`src/rtl/prs_regs.svh`:
```
`ifndef PRS_REGS_SVH
`define PRS_REGS_SVH
// Summary of operation
// - buck starts on reference ok and primary enable
// - buck regulating enables its detect, charges negative delay
// - negative delay crossing starts ramp; detect after ramp
// - negative ramp 102 steps over 3 ms
// - boost sequence needs buck regulating and secondary enable
// - positive ramp 128 steps, detect suppressed meanwhile
// - positive delay crossing enables positive pump
// - positive regulating charges switch delay, then enables switch
// - boost and positive detect follow their regulation
// - first mode: control high sources, low drains
// - discharge stops at gate threshold, both modes
// - second mode: rising control sources, dumps mode cap
// - second mode: falling control charges cap, then drains
// - switch off, delay node low on disable/fault
// - secondary low or latch stops boost side
// - only primary low, lockout, retry off or latch stops buck side
// - one oscillator, 600 or 450 kHz by strap
// - absent delay capacitors give immediate crossing
// - 50 ms fault retries thrice, then latches

`define PRS_CLK_MHZ 200
`define PRS_SS_TIME_US 3000
`define PRS_NEG_SS_STEPS 102
`define PRS_POS_SS_STEPS 128
`define PRS_FAULT_TIME_MS 50
`define PRS_OFF_TIME_MS 160
`define PRS_RETRY_LIMIT 3
`define PRS_OSC_HI_KHZ 600
`define PRS_OSC_LO_KHZ 450
`define PRS_NEG_STEP_CYC \
  ((`PRS_SS_TIME_US * `PRS_CLK_MHZ) / `PRS_NEG_SS_STEPS)
`define PRS_POS_STEP_CYC \
  ((`PRS_SS_TIME_US * `PRS_CLK_MHZ) / `PRS_POS_SS_STEPS)
`define PRS_FAULT_CYC (`PRS_FAULT_TIME_MS * 1000 * `PRS_CLK_MHZ)
`define PRS_OFF_CYC (`PRS_OFF_TIME_MS * 1000 * `PRS_CLK_MHZ)
`define PRS_OSC_HI_HALF ((`PRS_CLK_MHZ * 1000) / (2 * `PRS_OSC_HI_KHZ))
`define PRS_OSC_LO_HALF ((`PRS_CLK_MHZ * 1000) / (2 * `PRS_OSC_LO_KHZ))
`endif

```
`src/rtl/prs_pkg.sv`:
```
`default_nettype none
package prs_pkg;
  typedef struct packed {
    logic buck_reg;
    logic boost_reg;
    logic pos_reg;
    logic neg_delay_cross;
    logic pos_delay_cross;
    logic sw_delay_cross;
    logic mode_high;
    logic mode_above_quarter;
    logic gate_below_thr;
  } prs_cmp_t;

  typedef struct packed {
    logic buck;
    logic boost;
    logic pos;
    logic neg;
  } prs_fb_low_t;

  typedef struct packed {
    logic buck_en;
    logic buck_fault_det_en;
    logic neg_delay_charge;
    logic neg_pump_en;
    logic neg_fault_det_en;
    logic boost_en;
    logic boost_fault_det_en;
    logic pos_delay_charge;
    logic pos_pump_en;
    logic pos_fault_det_en;
    logic switch_delay_charge;
    logic switch_delay_hold_low;
    logic switch_block_en;
  } prs_rail_t;

  typedef struct packed {
    logic source_switch;
    logic discharge_switch;
    logic mode_cap_discharge;
    logic mode_cap_charge;
  } prs_gate_t;

  typedef enum logic [1:0] {
    PRS_SW_OFF = 2'h0,
    PRS_SW_SOURCE = 2'h1,
    PRS_SW_WAIT = 2'h2,
    PRS_SW_DRAIN = 2'h3
  } prs_sw_state_t;

  typedef enum logic [1:0] {
    PRS_FLT_RUN = 2'h0,
    PRS_FLT_OFF = 2'h1,
    PRS_FLT_LATCH = 2'h2
  } prs_flt_state_t;
endpackage
`default_nettype wire

```
`src/rtl/prs_panel_rail_sequencer.sv`:
```
`timescale 1ns/1ps
`default_nettype none
`include "prs_regs.svh"
module prs_panel_rail_sequencer #(
  parameter int unsigned NEG_STEP_CYCLES = `PRS_NEG_STEP_CYC,
  parameter int unsigned POS_STEP_CYCLES = `PRS_POS_STEP_CYC,
  parameter int unsigned FAULT_CYCLES = `PRS_FAULT_CYC,
  parameter int unsigned OFF_CYCLES = `PRS_OFF_CYC
) (
  input wire logic ref_clk,
  input wire logic rstn,
  input wire logic primary_enable,
  input wire logic secondary_enable,
  input wire logic ref_above_lockout,
  input wire logic frequency_select,
  input wire logic gate_control,
  input wire prs_pkg::prs_cmp_t cmp,
  input wire prs_pkg::prs_fb_low_t fb_low,
  output var prs_pkg::prs_rail_t rail,
  output var prs_pkg::prs_gate_t sw_out,
  output logic [7:0] neg_ss_step,
  output logic [7:0] pos_ss_step,
  output logic osc_clk,
  output logic fault_latched,
  output logic retry_off
);
  import prs_pkg::*;

  localparam logic [7:0] NEG_LAST = 8'(`PRS_NEG_SS_STEPS);
  localparam logic [7:0] POS_LAST = 8'(`PRS_POS_SS_STEPS);
  localparam logic [1:0] RETRY_MAX = 2'(`PRS_RETRY_LIMIT);
  localparam logic [7:0] OSC_HI = 8'(`PRS_OSC_HI_HALF);
  localparam logic [7:0] OSC_LO = 8'(`PRS_OSC_LO_HALF);

  prs_flt_state_t flt_state;
  prs_sw_state_t sw_state, next_sw_state;
  logic [24:0] flt_cnt;
  logic [1:0] retries;
  logic en1_q, en2_q, ctl_q, mode2, dis_stop;
  logic strap_taken, frequency_select_hi;
  logic [7:0] osc_cnt, osc_half;
  logic [12:0] ss_cnt [2];
  logic [7:0] ss_step [2];
  logic [1:0] ramp_on;
  logic run1, run2, fault_now, en_toggle, ctl_rise;

  // ***********************************************************
  // enable chain
  // ***********************************************************
  assign run1 = ref_above_lockout & primary_enable &
                (flt_state == PRS_FLT_RUN);
  assign run2 = run1 & secondary_enable & rail.buck_fault_det_en;

  // comparator inputs arrive synchronous; all enables are flops
  always_ff @(posedge ref_clk or negedge rstn) begin
    if (!rstn) begin
      rail <= '0;
    end else begin
      rail.buck_en <= run1;
      rail.buck_fault_det_en <= run1 &
        (rail.buck_fault_det_en | cmp.buck_reg);
      rail.neg_delay_charge <= run1 &
        (rail.buck_fault_det_en | cmp.buck_reg);
      rail.neg_pump_en <= run1 & (rail.neg_pump_en |
        (rail.neg_delay_charge & cmp.neg_delay_cross));
      rail.neg_fault_det_en <= run1 & rail.neg_pump_en &
        (ss_step[0] == NEG_LAST);
      rail.boost_en <= run2;
      rail.pos_delay_charge <= run2;
      rail.boost_fault_det_en <= run2 &
        (rail.boost_fault_det_en | cmp.boost_reg);
      rail.pos_pump_en <= run2 & (rail.pos_pump_en |
        (rail.pos_delay_charge & cmp.pos_delay_cross));
      rail.pos_fault_det_en <= run2 & rail.pos_pump_en &
        (ss_step[1] == POS_LAST) &
        (rail.pos_fault_det_en | cmp.pos_reg);
      rail.switch_delay_charge <= run2 & rail.pos_pump_en &
        (rail.switch_delay_charge | cmp.pos_reg);
      rail.switch_delay_hold_low <= ~run2;
      rail.switch_block_en <= run2 & (rail.switch_block_en |
        (rail.switch_delay_charge & cmp.sw_delay_cross));
    end
  end

  // ***********************************************************
  // soft-start ramps: index 0 negative pump, 1 positive pump
  // ***********************************************************
  // negative step k means reference 1.25 V minus k/102 of 1 V
  assign ramp_on = {rail.pos_pump_en, rail.neg_pump_en};
  assign neg_ss_step = ss_step[0];
  assign pos_ss_step = ss_step[1];

  for (genvar i = 0; i < 2; i++) begin : g_ramp
    localparam int unsigned STEP_CYC =
      (i == 0) ? NEG_STEP_CYCLES : POS_STEP_CYCLES;
    localparam logic [7:0] LAST = (i == 0) ? NEG_LAST : POS_LAST;
    always_ff @(posedge ref_clk or negedge rstn) begin
      if (!rstn) begin
        ss_cnt[i] <= '0;
        ss_step[i] <= '0;
      end else if (!ramp_on[i]) begin
        ss_cnt[i] <= '0; // restart on every enable
        ss_step[i] <= '0;
      end else if (ss_step[i] != LAST) begin
        if (ss_cnt[i] == 13'(STEP_CYC - 1)) begin
          ss_cnt[i] <= '0;
          ss_step[i] <= ss_step[i] + 8'h01;
        end else begin
          ss_cnt[i] <= ss_cnt[i] + 13'h0001;
        end
      end
    end
  end

  // ***********************************************************
  // fault timer, retry and latch
  // ***********************************************************
  assign fault_now = |({fb_low.buck, fb_low.boost, fb_low.pos,
    fb_low.neg} & {rail.buck_fault_det_en, rail.boost_fault_det_en,
    rail.pos_fault_det_en, rail.neg_fault_det_en});
  assign en_toggle = (primary_enable != en1_q) |
                     (secondary_enable != en2_q);

  always_ff @(posedge ref_clk or negedge rstn) begin
    if (!rstn) begin
      flt_state <= PRS_FLT_RUN;
      flt_cnt <= '0;
      retries <= '0;
      en1_q <= 1'h0;
      en2_q <= 1'h0;
      fault_latched <= 1'h0;
      retry_off <= 1'h0;
    end else begin
      en1_q <= primary_enable;
      en2_q <= secondary_enable;
      fault_latched <= (flt_state == PRS_FLT_LATCH);
      retry_off <= (flt_state == PRS_FLT_OFF);
      case (flt_state)
        PRS_FLT_RUN: begin
          if (!fault_now) begin
            flt_cnt <= '0;
          end else if (flt_cnt == 25'(FAULT_CYCLES - 1)) begin
            flt_cnt <= '0;
            if (retries == RETRY_MAX) begin
              flt_state <= PRS_FLT_LATCH;
            end else begin
              flt_state <= PRS_FLT_OFF;
              retries <= retries + 2'h1;
            end
          end else begin
            flt_cnt <= flt_cnt + 25'h0000001;
          end
        end
        PRS_FLT_OFF: begin
          if (flt_cnt == 25'(OFF_CYCLES - 1)) begin
            flt_cnt <= '0;
            flt_state <= PRS_FLT_RUN;
          end else begin
            flt_cnt <= flt_cnt + 25'h0000001;
          end
        end
        PRS_FLT_LATCH: begin
          if (en_toggle) begin
            flt_state <= PRS_FLT_RUN;
            retries <= '0;
          end
        end
        default: begin
          flt_state <= PRS_FLT_RUN;
          flt_cnt <= '0;
        end
      endcase
    end
  end

  // ***********************************************************
  // shared oscillator
  // ***********************************************************
  // strap caught on the first edge after reset release
  always_ff @(posedge ref_clk or negedge rstn) begin
    if (!rstn) begin
      strap_taken <= 1'h0;
      frequency_select_hi <= 1'h0;
    end else if (!strap_taken) begin
      strap_taken <= 1'h1;
      frequency_select_hi <= frequency_select;
    end
  end

  assign osc_half = frequency_select_hi ? OSC_HI : OSC_LO;

  always_ff @(posedge ref_clk or negedge rstn) begin
    if (!rstn) begin
      osc_cnt <= '0;
      osc_clk <= 1'h0;
    end else if (strap_taken) begin
      if (osc_cnt >= osc_half - 8'h01) begin
        osc_cnt <= '0;
        osc_clk <= ~osc_clk;
      end else begin
        osc_cnt <= osc_cnt + 8'h01;
      end
    end
  end

  // ***********************************************************
  // high-voltage gate switch control
  // ***********************************************************
  assign ctl_rise = gate_control & ~ctl_q;

  always_comb begin
    next_sw_state = sw_state;
    if (!rail.switch_block_en) begin
      next_sw_state = PRS_SW_OFF;
    end else begin
      case (sw_state)
        PRS_SW_OFF: begin
          next_sw_state = gate_control ? PRS_SW_SOURCE : PRS_SW_DRAIN;
        end
        PRS_SW_SOURCE: begin
          if (!gate_control) begin
            next_sw_state = mode2 ? PRS_SW_WAIT : PRS_SW_DRAIN;
          end
        end
        PRS_SW_WAIT: begin
          if (ctl_rise) begin
            next_sw_state = PRS_SW_SOURCE;
          end else if (cmp.mode_above_quarter) begin
            next_sw_state = PRS_SW_DRAIN;
          end
        end
        PRS_SW_DRAIN: begin
          if (mode2 ? ctl_rise : gate_control) begin
            next_sw_state = PRS_SW_SOURCE;
          end
        end
        default: begin
          next_sw_state = PRS_SW_OFF;
        end
      endcase
    end
  end

  always_ff @(posedge ref_clk or negedge rstn) begin
    if (!rstn) begin
      sw_state <= PRS_SW_OFF;
      ctl_q <= 1'h0;
      mode2 <= 1'h0;
      dis_stop <= 1'h0;
    end else begin
      sw_state <= next_sw_state;
      ctl_q <= gate_control;
      // mode held while enabled so the charging cap cannot flip it
      if (sw_state == PRS_SW_OFF) begin
        mode2 <= ~cmp.mode_high;
      end
      dis_stop <= (next_sw_state == PRS_SW_DRAIN) &
                  (dis_stop | cmp.gate_below_thr);
    end
  end

  always_ff @(posedge ref_clk or negedge rstn) begin
    if (!rstn) begin
      sw_out <= '0;
    end else begin
      sw_out.source_switch <= (next_sw_state == PRS_SW_SOURCE) |
                              (next_sw_state == PRS_SW_WAIT);
      sw_out.discharge_switch <= (next_sw_state == PRS_SW_DRAIN) &
        ~dis_stop & ~cmp.gate_below_thr;
      sw_out.mode_cap_discharge <= mode2 &
        (next_sw_state == PRS_SW_SOURCE);
      sw_out.mode_cap_charge <= mode2 &
        ((next_sw_state == PRS_SW_WAIT) |
         (next_sw_state == PRS_SW_DRAIN));
    end
  end
endmodule
`default_nettype wire

```
`config.mk`:
```
export PLATFORM = sky130hd
export DESIGN_NAME = prs_panel_rail_sequencer
export DESIGN_NICKNAME = d
export VERILOG_FILES = /design/src/rtl/prs_pkg.sv /design/src/rtl/prs_panel_rail_sequencer.sv
export VERILOG_INCLUDE_DIRS = /design/src /design/src/rtl
export SDC_FILE = /design/constraint.sdc
export NUM_CORES = 1
export LEC_CHECK = 0
export BUFFER_PORTS_ARGS = -buffer_cell sky130_fd_sc_hd__buf_2
export CELL_PAD_IN_SITES_DETAIL_PLACEMENT = 1
export CELL_PAD_IN_SITES_GLOBAL_PLACEMENT = 1
export CORE_MARGIN = 4
export CORE_UTILIZATION = 30
export DETAILED_ROUTE_END_ITERATION = 8
export PLACE_DENSITY_LB_ADDON = 0.1
export SLEW_MARGIN = 20
export SYNTH_ARGS = -nofsm -noshare
export SYNTH_HDL_FRONTEND = slang
export SYNTH_SLANG_ARGS = --single-unit
```
`constraint.sdc`:
```
create_clock -name ref_clk -period 2.3 [get_ports ref_clk]
set_clock_uncertainty 0.15 [all_clocks]
set_input_delay 0.46 -clock ref_clk [delete_from_list [all_inputs] [get_ports ref_clk]]
set_output_delay 0.46 -clock ref_clk [all_outputs]
set_load 0.1 [all_outputs]
```
==> impl_results.md <==
* Clock transition at the registers of the reported paths at 0.07 ns
* TritonRoute pass-1 iters at 4
* Area share of the largest cell type after synthesis at 0.494
* Gate power share at 0.092
* DR iter-0 viols at ~130
* Number of synthesized register bits at 106
* Post-synthesis sequential area ratio at 0.494
* Finished Cell Area at ~6700 sq um
* Area Growth Syn to Fin at 24.9%
* Clk pwr share at 0.395
* Final Hold Viols at 0
* Final setup fails at 0
* Clock sink count at 106
* Gr busiest metal: met2
* Via count at 4554
* Initial antenna violation count at 0
* Cell taking the most area after synthesis: dfrtp_1
* Critical path's top delay family: simple AND/OR/NAND/NOR gates
* Number of buffers added on ports at 55
* H-tree levels at 3
* Netlist cell types at between 50 and 60
* RSZ-0062 raised after global routing: true
* Post-route clock period utilization at 0.990
* IO Pins at 56
* CP max stage delay at 0.55 ns
* Static Leakage at 3.10 nW
* CP cell instances: or4b_4, o41ai_4, and4_1, nand3_1, xnor2_1, and2_1
* Die Y at 142 microns
* Syn Area/Cell at 9.53 sq um
* List of most frequent post-synthesis cells: 106 x dfrtp_1, 64 x nand2_1, 53 x o21ai_0
* Sw Share at 0.257
* Rel. slew slack at 0.660
* Final core occ at 0.385
* Met3 Use GR at 0.0239
* Mapped Area at roughly 5400 sq um
* Synthesized net count at 600
* Detail Route Antenna Nets at 0
* Top post-synthesis cells by area: dfrtp_1 49%, o21ai_0 4.9%, nand2_1 4.5%
* Crit-path slowest cell: or4b_4
* Worst min path class: in -> reg
* Final WL at 14700 microns
* Worst skew pair latency at 0.36 ns
* Internal Power at approximately 3 mW
* Core footprint at 17400 sq um
* Critical path required time at 2.40 ns
* CTS tree: built
* Buf/Inv on CP at 0
* CP max FO at 3
* Final min period at 2.28 ns
* Async S/R FF share, synth at 1.00
* CTS Buf Count at 9
* Sw Pwr at between 1 and 1.5 mW
* Syn Inst Count at 563
* Met2 Use GR at 0.265
* CTS root buf: clkbuf_16
* Wire length per cell at 16.5 microns
* Via density at 5.09
* GPL Wtd Cong at roughly 0.74
* Count leader, synth: dfrtp_1
* Post-DP HPWL at 10500 microns
* PwrDens at 594 nW/um^2
* Die width at 142 microns
* CP startpoint kind: flip-flop
* Status: finished clean
* Final nets at between 700 and 800
* Number of flops mapped to enable cells by yosys at 0
* Sequential power share at 0.513
* Number of max-cap violations at 0
* Row count at 48
* Die area at around 20000 sq um
* Setup CP Type: reg -> reg
* Global-route wire length before repair at 25500 microns
* Vias in the first global route at 4973
* DP Area at 6230 sq um
* Setup TNS at 0 ns
* GR Overflow Total at 0
* Peak supply drop at around 350 uV
* Max Buffers Root-to-Sink at 2
* Synth warn at 0
* Tot GR Track Use at 0.156
* Layout cells sized above 1 at 0.247
* Largest net degree at the start of global routing at 47
* Slew Limit Fails at 0
* Post-route DRC at 0
* Initial core utilization at 0.308
* Fmax at 439 MHz
* Least-Margin Pin Slew at 0.513 ns
* GRT met1 Usage at 0.200
* Worst Setup End Kind: flip-flop
* CP arrival at 2.38 ns
* Main synth FF type: dfrtp_1
* Antenna Cells at 0
-- layout make-up --
type	count	area, sq um
clock inverters	5	56.3
well taps	225	282
fillers	2030	10700
inverters	17	63.8
flip-flops and latches	106	2690
multi-input cells	417	2610
repair buffers	113	777
clock buffers	11	233
-- metal layers --
| metal | vias up | routed length (microns) |
|---|---|---|
| met5 | - | 0 |
| met4 | 0 | 281 |
| met3 | 15 | 370 |
| met2 | 47 | 7160 |
| met1 | 2281 | 6920 |
| li1 | 2211 | - |
-- repair_timing --
action                                  4_1_cts  5_1_grt
endpoints found under the setup margin        9       53
pin swaps                                     0        5
gates resized for setup                       1       20
hold buffers                                  1        0
gates cloned                                  0        1
setup buffers                                 5        6
hold endpoints to repair                     27        0
-- power groups by stage --
| stage | combinational [mW] | clock [mW] | sequential, mW |
|---|---|---|---|
| 6_report | 0.365 | 1.57 | 2.04 |
| 5_1_grt | 0.431 | 1.74 | 2.06 |
| 4_1_cts | 0.374 | 1.65 | 2.04 |
| 3_5_place_dp | 0.370 | 0 | 2.08 |
| 3_3_place_gp | 0.353 | 0 | 2.07 |
| 2_1_floorplan | 0.208 | 0 | 2.07 |
-- cell families after synthesis --
kind of cell / Yosys count / share of synthesized area
compound gates: 121 / 0.137
flops: 106 / 0.494
fa+ha+maj: 17 / 0.0396
simple gates: 247 / 0.243
xor+xnor: 25 / 0.0408
mux: 6 / 0.0114
buf+inv: 40 / 0.0324
other cells: 1 / 0.000699
-- worst register-to-register path: stages (launching register included) --
cell and delay, ns:
dfrtp_1 0.38, or4b_4 0.55, o41ai_4 0.42, and4_1 0.28, nand3_1 0.11, xnor2_1 0.13
and2_1 0.15
-- metrics by stage --
stage	total power, mW	hold WS, ns	setup WS [ns]	instances
finish	3.98	0.115	0.0223	894
global route	4.23	0.0984	-0.0626	894
CTS	4.06	0.0965	0.00231	887
detailed placement	2.45	0.274	-0.00377	865
global placement	2.43	0.261	0.0422	865
floorplan	2.28	0.0144	0.0183	563
-- final timing paths --
check / start / end / slack [ns] / cells past startpoint
worst max-delay path: ss_cnt[10] / pos_ss_step[5] / 0.02 / 6
worst min register to register: dis_stop / sw_out[2] / 0.28 / 1
min in group asynchronous: rstn / ss_cnt[2] / 0.43 / 2
max in group asynchronous: rstn / flt_cnt[2] / 0.96 / 3
worst min-delay path: gate_control / ctl_q / 0.11 / 1
worst max register to register: ss_cnt[10] / pos_ss_step[5] / 0.02 / 6
-- registers in the layout (all words and copies together), names as in the netlist --
name                 flops
ss_cnt                  26
flt_cnt                 25
rail                    11
neg_ss_step              8
osc_cnt                  8
pos_ss_step              8
sw_out                   4
flt_state                2
retries                  2
sw_state                 2
ctl_q                    1
dis_stop                 1
en1_q                    1
en2_q                    1
fault_latched            1
frequency_select_hi      1
mode2                    1
osc_clk                  1
retry_off                1
strap_taken              1
-- cell usage in the layout (no fill, tap or decap), drive strengths merged, types with 8 or more instances in the layout --
cell / n
a21oi: 17
a31oi: 21
and2: 18
and3: 19
buf: 112
clkbuf: 11
dfrtp: 106
ha: 17
inv: 17
nand2: 64
nand3: 26
nand4: 24
nor2: 43
nor2b: 11
o21ai: 55
o31ai: 8
xnor2: 14
xor2: 11
No activity file was read; power rests on OpenSTA's default activity.
